## config.mk

```make
export PLATFORM = sky130hd
export DESIGN_NAME = cond_branch_eval_and_static_predict
export DESIGN_NICKNAME = d
export VERILOG_FILES = /design/src/cond_branch_pkg.sv /design/src/cond_branch_eval_and_static_predict.sv
export VERILOG_INCLUDE_DIRS = /design/src
export SDC_FILE = /design/constraint.sdc
export NUM_CORES = 1
export LEC_CHECK = 0
export ABC_AREA = 1
export BUFFER_PORTS_ARGS = -buffer_cell sky130_fd_sc_hd__buf_2
export CORE_UTILIZATION = 48
export DETAILED_ROUTE_END_ITERATION = 10
export PLACE_DENSITY = 0.77
export SETUP_SLACK_MARGIN = 0.05
export SLEW_MARGIN = 0
export SYNTH_ARGS = -nofsm -noshare
export SYNTH_HDL_FRONTEND = slang
export SYNTH_SLANG_ARGS = --single-unit
```

## constraint.sdc

```tcl
create_clock -name i_clk_sys -period 1.6 [get_ports i_clk_sys]
set_input_delay 0 -clock i_clk_sys [delete_from_list [all_inputs] [get_ports i_clk_sys]]
set_output_delay 0 -clock i_clk_sys [all_outputs]
set_load 0.02 [all_outputs]
```

## src/cond_branch_defines.svh

```systemverilog
/*
 * Constants of the conditional branch evaluator: instruction field positions,
 * primary and extended opcodes, branch-options codes, register map and reset values.
 * Assumes nothing of its surroundings; included by its bare name.
 */
`ifndef COND_BRANCH_DEFINES_SVH
`define COND_BRANCH_DEFINES_SVH

// ============================================================
// Instruction fields
// ============================================================
`define CB_OPCD_HI 31
`define CB_OPCD_LO 26
`define CB_BOF_HI 25
`define CB_BOF_LO 21
`define CB_BI_HI 20
`define CB_BI_LO 16
`define CB_BD_HI 15
`define CB_BD_LO 2
`define CB_BD_SIGN 15
`define CB_AA_BIT 1
`define CB_LK_BIT 0
`define CB_XO_HI 10
`define CB_XO_LO 1
`define CB_HINT_BIT 0

// ============================================================
// Opcodes
// ============================================================
`define CB_OP_REL 6'h10
`define CB_OP_XL 6'h13
`define CB_XO_TO_LINK 10'h010
`define CB_XO_TO_COUNT 10'h210

// ============================================================
// Branch-options codes, hint bit masked off
// ============================================================
`define CB_BOF_IF_SET 5'h0C
`define CB_BOF_IF_CLEAR 5'h04
`define CB_BOF_ALWAYS 5'h14

// ============================================================
// Register map
// ============================================================
`define CB_ADDR_CTRL 4'h0
`define CB_ADDR_STAT 4'h4
`define CB_ADDR_COND 4'h8
`define CB_ADDR_CNT 4'hC
`define CB_CTRL_RST 32'h0000_0001
`define CB_COND_RST 32'h0000_0000
`define CB_RESP_OKAY 2'h0
`define CB_RESP_SLVERR 2'h2

`endif

```

## src/cond_branch_pkg.sv

```systemverilog
/*
 * Types of the conditional branch evaluator.
 * Assumes cond_branch_defines.svh for the numbers it uses elsewhere.
 */
package cond_branch_pkg;

    // Kind of target of a decoded conditional branch.
    typedef enum logic [1:0] {
        TGT_NONE = 2'b00,
        TGT_DISP = 2'b01,
        TGT_LINK = 2'b10,
        TGT_COUNT = 2'b11
    } target_kind_t;

    // States of the bus slave.
    typedef enum logic [1:0] {
        BUS_IDLE = 2'b00,
        BUS_WRESP = 2'b01,
        BUS_RRESP = 2'b10
    } bus_state_t;

endpackage

```

## src/cond_branch_eval_and_static_predict.sv

```systemverilog
/*
 * Decode-stage evaluator of conditional branches with static prediction.
 * Takes one instruction per cycle from fetch, reports prediction and redirect
 * one cycle later. Registers are reached over AXI4-Lite on the same clock.
 * Assumes the condition register is written by software through the bus.
 */
`timescale 1ns/100ps
`include "cond_branch_defines.svh"

module cond_branch_eval_and_static_predict (
    input wire logic i_clk_sys,
    input wire logic i_rstn,
    input wire logic i_instr_valid,
    input wire logic [31:0] i_instr,
    input wire logic [31:0] i_instr_addr,
    input wire logic [31:0] i_return_link_reg,
    input wire logic [31:0] i_loop_count_reg,
    input wire logic [31:0] s_axi_awaddr,
    input wire logic s_axi_awvalid,
    output logic s_axi_awready,
    input wire logic [31:0] s_axi_wdata,
    input wire logic [3:0] s_axi_wstrb,
    input wire logic s_axi_wvalid,
    output logic s_axi_wready,
    output logic [1:0] s_axi_bresp,
    output logic s_axi_bvalid,
    input wire logic s_axi_bready,
    input wire logic [31:0] s_axi_araddr,
    input wire logic s_axi_arvalid,
    output logic s_axi_arready,
    output logic [31:0] s_axi_rdata,
    output logic [1:0] s_axi_rresp,
    output logic s_axi_rvalid,
    input wire logic s_axi_rready,
    output logic o_br_valid,
    output logic o_br_cond_taken,
    output logic o_br_predict_taken,
    output logic o_br_redirect,
    output logic o_br_link_update,
    output logic [31:0] o_br_target,
    output logic [31:0] o_br_link_value
);

    // ============================================================
    // State
    // ============================================================
    // All state lives in one packed record: the bus handshake flags, the
    // software registers and the decode results sit side by side, so that
    // one clocked process updates every flip-flop of the block.
    typedef struct packed {
        cond_branch_pkg::bus_state_t bus;
        logic aw_got;
        logic w_got;
        logic [3:0] waddr;
        logic [31:0] wdata;
        logic [3:0] wstrb;
        logic awready;
        logic wready;
        logic arready;
        logic bvalid;
        logic [1:0] bresp;
        logic rvalid;
        logic [1:0] rresp;
        logic [31:0] rdata;
        logic [31:0] ctrl;
        logic [31:0] cond;
        logic [15:0] cnt_branch;
        logic [15:0] cnt_redirect;
        logic [1:0] last_kind;
        logic br_valid;
        logic cond_taken;
        logic pred_taken;
        logic redirect;
        logic link_update;
        logic [31:0] target;
        logic [31:0] link_value;
    } state_t;

    state_t cur_ff;
    state_t nxt_ff;

    // Anything that is not one of the three forms yields TGT_NONE and is refused.
    // Classifies an instruction word as a conditional branch form.
    function automatic cond_branch_pkg::target_kind_t kind_of(input logic [31:0] ins);
        logic [5:0] op;
        logic [9:0] xo;
        op = ins[`CB_OPCD_HI:`CB_OPCD_LO];
        xo = ins[`CB_XO_HI:`CB_XO_LO];
        if (op == `CB_OP_REL) begin
            kind_of = cond_branch_pkg::TGT_DISP;
        end else if (op == `CB_OP_XL && xo == `CB_XO_TO_LINK) begin
            kind_of = cond_branch_pkg::TGT_LINK;
        end else if (op == `CB_OP_XL && xo == `CB_XO_TO_COUNT) begin
            kind_of = cond_branch_pkg::TGT_COUNT;
        end else begin
            kind_of = cond_branch_pkg::TGT_NONE;
        end
    endfunction

    // Merges write data into a register under byte strobes.
    function automatic logic [31:0] merge(input logic [31:0] old, input logic [31:0] dat,
                                          input logic [3:0] strb);
        merge = old;
        for (int i = 0; i < 4; i++) begin
            if (strb[i]) begin
                merge[8*i +: 8] = dat[8*i +: 8];
            end
        end
    endfunction

    // ============================================================
    // Next-state logic
    // ============================================================
    always_comb begin
        logic [4:0] bof;
        logic [4:0] bi;
        logic hint;
        logic sel_bit;
        logic neg_disp;
        logic [31:0] disp;
        cond_branch_pkg::target_kind_t kind;
        nxt_ff = cur_ff;
        bof = i_instr[`CB_BOF_HI:`CB_BOF_LO];
        bi = i_instr[`CB_BI_HI:`CB_BI_LO];
        hint = bof[`CB_HINT_BIT];
        kind = kind_of(i_instr);
        neg_disp = i_instr[`CB_BD_SIGN];
        disp = {{16{i_instr[`CB_BD_SIGN]}}, i_instr[`CB_BD_HI:`CB_BD_LO], 2'b00};
        // Bit 0 of a field is less-than, 1 greater-than, 2 equal, 3 overflow or unordered.
        sel_bit = cur_ff.cond[5'd31 - bi];

        // A word is taken only while the enable bit is set; a refused word
        // clears the valid, redirect and link-update flags and leaves every other held result untouched.
        // Valid, redirect and link-update flags; held only one cycle.
        nxt_ff.br_valid = 1'b0;
        nxt_ff.redirect = 1'b0;
        nxt_ff.link_update = 1'b0;
        if (i_instr_valid && cur_ff.ctrl[0] && kind != cond_branch_pkg::TGT_NONE) begin
            nxt_ff.br_valid = 1'b1;
            nxt_ff.last_kind = kind;
            // Condition: set-form takes on bit set, clear-form on bit clear.
            case (bof & 5'h1E)
                `CB_BOF_IF_SET: nxt_ff.cond_taken = sel_bit;
                `CB_BOF_IF_CLEAR: nxt_ff.cond_taken = ~sel_bit;
                `CB_BOF_ALWAYS: nxt_ff.cond_taken = 1'b1;
                default: nxt_ff.cond_taken = 1'b0;
            endcase
            // A negative displacement flips the sense of the hint for the
            // displacement forms; register targets follow the hint directly.
            // Static prediction; the always-taken form ignores the hint.
            if ((bof & 5'h1E) == `CB_BOF_ALWAYS) begin
                nxt_ff.pred_taken = 1'b1;
            end else if (kind == cond_branch_pkg::TGT_DISP) begin
                nxt_ff.pred_taken = neg_disp ^ hint;
            end else begin
                nxt_ff.pred_taken = hint;
            end
            nxt_ff.redirect = (nxt_ff.cond_taken != nxt_ff.pred_taken);
            nxt_ff.link_update = i_instr[`CB_LK_BIT];
            nxt_ff.link_value = i_instr_addr + 32'h0000_0004;
            case (kind)
                cond_branch_pkg::TGT_DISP: begin
                    nxt_ff.target = i_instr[`CB_AA_BIT] ? disp : i_instr_addr + disp;
                end
                cond_branch_pkg::TGT_LINK: nxt_ff.target = {i_return_link_reg[31:2], 2'b00};
                default: nxt_ff.target = {i_loop_count_reg[31:2], 2'b00};
            endcase
            // Counters wrap silently; software reads them as one word.
            nxt_ff.cnt_branch = cur_ff.cnt_branch + 16'h0001;
            if (nxt_ff.redirect) begin
                nxt_ff.cnt_redirect = cur_ff.cnt_redirect + 16'h0001;
            end
        end

        // A read waits while either write channel is offered, so a write that
        // arrives alongside a read is always served first.
        // Bus write channel: address and data in either order.
        nxt_ff.awready = 1'b0;
        nxt_ff.wready = 1'b0;
        nxt_ff.arready = 1'b0;
        case (cur_ff.bus)
            cond_branch_pkg::BUS_IDLE: begin
                if (s_axi_awvalid && !cur_ff.aw_got && !cur_ff.awready) begin
                    nxt_ff.awready = 1'b1;
                end
                if (s_axi_wvalid && !cur_ff.w_got && !cur_ff.wready) begin
                    nxt_ff.wready = 1'b1;
                end
                if (cur_ff.awready && s_axi_awvalid) begin
                    nxt_ff.aw_got = 1'b1;
                    nxt_ff.waddr = s_axi_awaddr[3:0];
                end
                if (cur_ff.wready && s_axi_wvalid) begin
                    nxt_ff.w_got = 1'b1;
                    nxt_ff.wdata = s_axi_wdata;
                    nxt_ff.wstrb = s_axi_wstrb;
                end
                if (cur_ff.aw_got && cur_ff.w_got) begin
                    nxt_ff.aw_got = 1'b0;
                    nxt_ff.w_got = 1'b0;
                    nxt_ff.bvalid = 1'b1;
                    nxt_ff.bresp = `CB_RESP_OKAY;
                    nxt_ff.bus = cond_branch_pkg::BUS_WRESP;
                    case (cur_ff.waddr)
                        `CB_ADDR_CTRL: nxt_ff.ctrl = merge(cur_ff.ctrl, cur_ff.wdata,
                                                           cur_ff.wstrb) & 32'h0000_0001;
                        `CB_ADDR_COND: nxt_ff.cond = merge(cur_ff.cond, cur_ff.wdata,
                                                           cur_ff.wstrb);
                        `CB_ADDR_STAT, `CB_ADDR_CNT: nxt_ff.bresp = `CB_RESP_OKAY;
                        default: nxt_ff.bresp = `CB_RESP_SLVERR;
                    endcase
                end else if (!cur_ff.aw_got && !cur_ff.w_got && s_axi_arvalid
                             && !cur_ff.awready && !cur_ff.wready && !s_axi_awvalid
                             && !s_axi_wvalid) begin
                    nxt_ff.arready = 1'b1;
                    nxt_ff.bus = cond_branch_pkg::BUS_RRESP;
                end
            end
            cond_branch_pkg::BUS_WRESP: begin
                if (s_axi_bready) begin
                    nxt_ff.bvalid = 1'b0;
                    nxt_ff.bus = cond_branch_pkg::BUS_IDLE;
                end
            end
            cond_branch_pkg::BUS_RRESP: begin
                if (cur_ff.arready) begin
                    nxt_ff.rvalid = 1'b1;
                    nxt_ff.rresp = `CB_RESP_OKAY;
                    case (s_axi_araddr[3:0])
                        `CB_ADDR_CTRL: nxt_ff.rdata = cur_ff.ctrl;
                        `CB_ADDR_STAT: nxt_ff.rdata = {26'h0, cur_ff.last_kind,
                                                       cur_ff.redirect, cur_ff.pred_taken,
                                                       cur_ff.cond_taken, cur_ff.br_valid};
                        `CB_ADDR_COND: nxt_ff.rdata = cur_ff.cond;
                        `CB_ADDR_CNT: nxt_ff.rdata = {cur_ff.cnt_redirect, cur_ff.cnt_branch};
                        default: begin
                            nxt_ff.rdata = 32'h0000_0000;
                            nxt_ff.rresp = `CB_RESP_SLVERR;
                        end
                    endcase
                end else if (cur_ff.rvalid && s_axi_rready) begin
                    nxt_ff.rvalid = 1'b0;
                    nxt_ff.bus = cond_branch_pkg::BUS_IDLE;
                end
            end
            default: nxt_ff.bus = cond_branch_pkg::BUS_IDLE;
        endcase
    end

    // ============================================================
    // State register
    // ============================================================
    // Synchronous reset; the enable bit comes up set so decoding starts at once.
    always_ff @(posedge i_clk_sys) begin
        if (!i_rstn) begin
            cur_ff <= '0;
            cur_ff.ctrl <= `CB_CTRL_RST;
            cur_ff.cond <= `CB_COND_RST;
        end else begin
            cur_ff <= nxt_ff;
        end
    end

    // ============================================================
    // Outputs straight from the state register
    // ============================================================
    // Every port is a plain copy of a register field, so no logic sits
    // between the flip-flops and the pins.
    assign s_axi_awready = cur_ff.awready;
    assign s_axi_wready = cur_ff.wready;
    assign s_axi_bresp = cur_ff.bresp;
    assign s_axi_bvalid = cur_ff.bvalid;
    assign s_axi_arready = cur_ff.arready;
    assign s_axi_rdata = cur_ff.rdata;
    assign s_axi_rresp = cur_ff.rresp;
    assign s_axi_rvalid = cur_ff.rvalid;
    assign o_br_valid = cur_ff.br_valid;
    assign o_br_cond_taken = cur_ff.cond_taken;
    assign o_br_predict_taken = cur_ff.pred_taken;
    assign o_br_redirect = cur_ff.redirect;
    assign o_br_link_update = cur_ff.link_update;
    assign o_br_target = cur_ff.target;
    assign o_br_link_value = cur_ff.link_value;

endmodule

```

# Yosys cells after proc, flatten, opt, wreduce, memory -nomap -nowiden
# Cells that the tools add are included.
classes:
  bitwise_logic: 4
  n_lt_le_gt_ge: 1
  n_addsub: 5
  eq_ne: 23
  reduce_logical: 52
  muxes: 33
op_table:
  columns: ["op", "count"]
  rows:
  - ["$pmux W32 S4", 1]
  - ["$mux W69", 1]
  - ["$pmux W32 S2", 1]
  - ["$add A16 B1 Y16 const B", 2]
  - ["$add A32 B3 Y32 const B", 1]
  - ["$add A32 B32 Y32", 1]
  - ["$mux W32", 1]
  - ["$reduce_and A4 Y1", 6]
  - ["$mux W2", 11]
  - ["$eq A4 B4 Y1 const B", 5]
  - ["$reduce_and A2 Y1", 10]
  - ["$logic_and A1 B1 Y1", 18]
  - ["$mux W1", 13]
  - ["$eq A4 B3 Y1 const B", 3]
  - ["$eq A6 B5 Y1 const B", 2]
  - ["$eq A10 B10 Y1 const B", 1]
  - ["$eq A10 B5 Y1 const B", 1]
  - ["$reduce_bool A2 Y1", 5]
  - ["$logic_not A4 Y1", 2]
  - ["$ne A2 B2 Y1 const B", 4]
  - ["$reduce_or A4 Y1", 2]
  - ["$logic_not A1 Y1", 6]
  - ["$lt A5 B6 Y1 const B", 1]
  - ["$pmux W2 S3", 1]
  - ["other kinds (15)", 19]
word_totals:
  input_bits: 236
  out_inout_bits: 110
  regBits: 221

# Depth between registers and ports, before layout
depth:
  ltp_word: 11
  depth_mapped: 19
  ltp_nobuf: 17

# Worst setup path after synthesis
# No wires, ideal clock.
synth_path:
  kind: "reg-to-reg"
  start: "register cur_ff[250] in the netlist's numbering"
  end: "register cur_ff[104] in the netlist's numbering"
  setup_slack_ps: -55
  setup_time_ps: 116
  required_time_ps: 1484
  path_buffers: 0
  synth_period_minus_slack_ps: 1655
  stages_incl_launch_ff: 7
  t_arrival_ps: 1539
  path_cell_list: "dfxtp_1 > nor2_1 > nand4_1 > nor3_1 > inv_1 > nor2_1 > nor2_1"
synth_via:
  elab_chain_len: 2
synth_lines:
  columns: ["item", "line", "rtl"]
  rows:
  - ["start, declared", "cond_branch_eval_and_static_predict.sv:79", "state_t cur_ff;"]
  - ["start signal, assigned", "cond_branch_eval_and_static_predict.sv:260", "cur_ff <= nxt_ff;"]
  - ["$logic_not A2 Y1", "cond_branch_eval_and_static_predict.sv:181", "case (cur_ff.bus)"]
  - ["$reduce_and A4 Y1 (no source line)", null, null]
# Every way passes these cells.
# A chain may end at the register's enable or synchronous reset.

# Worst setup path after layout
layout_path:
  start: "register cur_ff[251] in the netlist's numbering"
  end: "register cur_ff[109] in the netlist's numbering"
# The elaborated chain is that of the path after synthesis.

==> key figures <==
Status
  • Status: complete, but fails checks
  • Failing checks: negative setup slack

Min path
  • Hold Crit Start: i_instr_addr[7]
  • Hold endpoint: o_br_link_value[7]$_SDFFE_PN0P_
  • WHS Path Cells: 4
  • Hold Crit Class: in2reg

Placed design
  • Gpl congestion: 0.940
  • Port buffer count: 283
  • Dpl cells: 2605
  • Hpwl dp: 32600 µm
  • Placed cell area: 15500 µm²

Logic synthesis
  • Synth top area share: 34.3%
  • Syn avg cell area: 6.67 µm²
  • Sequential-to-total area share from yosys stat: 34.3%
  • Top cell type by total area after synthesis: dfxtp_1
  • FFs w/ async S/R, synth: 0%
  • Yosys reg bits: 219
  • Synthesis Warnings: 0
  • Unique masters post-synth: 50
  • Synth area leaders: dfxtp_1 34%, nand2_1 11%, nor2_1 8.4%
  • Number of synthesized flops with an enable pin: 0
  • Cells after Synth: 1917
  • Syn Std Cell Area: 12800 µm²
  • Primary FF master, synth: dfxtp_1

Clocking
  • Clk root buf: clkbuf_16
  • Reg clk slew, reported paths: 0.06 ns
  • Longest Clk Path Bufs: 3
  • CTS Buf Count: 26
  • CTS tree: built
  • Clock latency on the worst-skew pair: 0.55 ns
  • # clock sinks: 219
  • CTS H-tree lvls: 1

Die
  • Die area: 27300 µm²
  • Die height: 165 µm
  • Total core area: 26100 µm²
  • I/O pins: 346
  • Starting Density: 49.0%
  • Horiz. Die Dim: 165 µm
  • Rows: 59

Run
  • Max Cap Violations: 0

Routing
  • Drt first-iter violations: 1669
  • Via/cell ratio: 5.63
  • Routed Antenna Nets: 0
  • WL final: 52900 µm
  • Routed WL per cell: 18.6 µm
  • DR vias: 16000
  • First drt pass iteration count: 6
  • DRC viols: 0

Timing
  • Final worst path period share: 112%
  • Fmax: 556 MHz
  • # setup viols final: 77
  • Final Hold Violating Endpoints: 0
  • Final min period: 1.80 ns
  • Worst clock skew: 0.0120 ns
  • TNS Setup: -6.46 ns
  • Measured slew at the worst slew-check pin: 0.723 ns
  • RSZ-0062 raised after global routing: true
  • Slew Limit Fails: 0
  • Slew headroom: 51.4%
  • Post-route setup slack: -0.197 ns
  • WHS: 0.0183 ns

Critical path
  • Critical path launch point type: flop
  • R2R Path Start: cur_ff[251]$_SDFFE_PN0P_
  • Worst EP arrival: 2.22 ns
  • Worst R2R End: cur_ff[109]$_SDFFE_PN0P_
  • CP Capture Type: flop
  • Critical Path RT: 2.02 ns
  • Reg2Reg Depth: 9
  • WS Path Type: reg2reg
  • Crit-path max FO: 7
  • Reg2reg setup slack: -0.20 ns

Pwr
  • Leakage: 8.94 nW
  • Power density cells: 766 nW/µm²
  • VDD IR max: 1.00 mV

Layout
  • Post-route cell area: 19200 µm²
  • Post-Layout Cell Count: 2840
  • Share of cells above drive strength 1: 31.6%
  • Fin util: 73.6%
  • Commonest cells after routing, fill and taps aside: 362 x nand2_1, 282 x buf_2, 239 x buf_4, 233 x nor2_1, 191 x dfxtp_1
  • Commonest non-fill, non-tap cell in the layout: nand2_1
  • Area delta synth->final: 50.0%
  • # nets final: 2753

Global routing
  • Initial antenna violation count: 0
  • Largest net degree at the start of global routing: 164
  • Vias in the first global route: 15300
  • GRT Total Usage: 35.0%
  • Grt ovf: 0
  • First-pass GRT wire length: 75400 µm
[layer usage]
metal	routed length [µm]	track usage, %	vias to the layer above	share of wire (%)
met5	0	0	-	0
met3	3990	4.47	282	7.5
met2	25400	62.5	954	48
li1	-	-	7384	-
met4	3830	21.4	0	7.2
met1	19700	39.3	7380	37
[worst max path at each step]
stage	from	endpoint	slack, ns
3_3_place_gp	cur_ff[71]$_SDFFE_PN0P_	cur_ff[86]$_SDFFE_PN0P_	-0.46
5_1_grt	cur_ff[72]$_SDFFE_PN0P_	cur_ff[82]$_SDFFE_PN0P_	-0.34
3_5_place_dp	cur_ff[71]$_SDFFE_PN0P_	cur_ff[86]$_SDFFE_PN0P_	-0.44
2_1_floorplan	cur_ff[250]$_SDFFE_PN0P_	cur_ff[112]$_SDFFE_PN0P_	-0.03
4_1_cts	cur_ff[119]$_SDFFE_PN0P_	cur_ff[86]$_SDFFE_PN0P_	-0.10
6_report	cur_ff[251]$_SDFFE_PN0P_	cur_ff[109]$_SDFFE_PN0P_	-0.20
[power by group]
group | switching [mW] | leakage, nW | internal, mW
clock network | 2.54 | 0.459 | 3.88
logic | 1.41 | 6.70 | 1.26
registers | 0.0577 | 1.78 | 5.53
[layout make-up]
class / instances / area (µm²)
clock inverters: 16 / 211
inverters: 166 / 641
multi-input cells: 1360 / 7410
repair buffers: 711 / 5340
well taps: 335 / 419
diodes: 1 / 2.50
flip-flops and latches: 219 / 4420
clock buffers: 32 / 723
fillers: 1880 / 6890
[stage by stage]
| step | setup WS [ns] | total power [mW] |
|---|---|---|
| 2_1_floorplan | -0.0317 | 6.71 |
| 3_3_place_gp | -0.464 | 7.72 |
| 3_5_place_dp | -0.443 | 7.73 |
| 4_1_cts | -0.100 | 14.4 |
| 5_1_grt | -0.338 | 15.1 |
| 6_report | -0.197 | 14.7 |
[kinds of logic after synthesis]
family / after synthesis / share of synthesized area (%)
buffers and inverters: 341 / 13.3
and+or+nand+nor: 867 / 28.5
AOI/OAI and AO/OA: 414 / 17.6
DFF: 219 / 34.3
adders and majority gates: 33 / 3.29
other: 1 / 0.0293
xor gates and xnor gates: 42 / 2.88
[critical path, stage by stage, from the launching register on]
cell	delay, ns
dfxtp_2	0.35
nor2_4	0.12
buf_6	0.11
nand4_1	0.11
buf_6	0.17
buf_6	0.12
nor3_4	0.23
inv_2	0.13
nor2_1	0.23
nor2_1	0.11
[timing repair]
item                                    4_1_cts  5_1_grt
hold buffers                                156        0
endpoints found under the setup margin       57      117
cloned                                        2        7
setup buffers                                10       12
hold endpoints to repair                    116        0
resized for setup                            49      170
pin swaps                                    11       45
[state kept, by name, indices dropped and copies added (netlist names), 32 cells and up]
register         count
cur_ff             111
o_br_link_value     32
o_br_target         32
s_axi_rdata         32
[cell usage after synthesis, types with 4 or more instances]
cell type,n
nand2_1,368
nor2_1,286
dfxtp_1,219
o21ai_0,194
inv_1,157
a21oi_1,146
nand3_1,112
buf_4,103
clkbuf_1,60
nor3_1,37
ha_1,32
xor2_1,27
nand4_1,24
a221oi_1,21
xnor2_1,15
a31oi_1,9
nor4_1,9
o211ai_1,8
o21ai_1,8
nor2_2,7
a211oi_1,6
a21o_1,6
nand2_2,6
a21boi_0,5
buf_2,5
buf_6,4
clkinv_1,4
inv_2,4
o21bai_1,4
No activity file was read; power rests on OpenSTA's default activity.
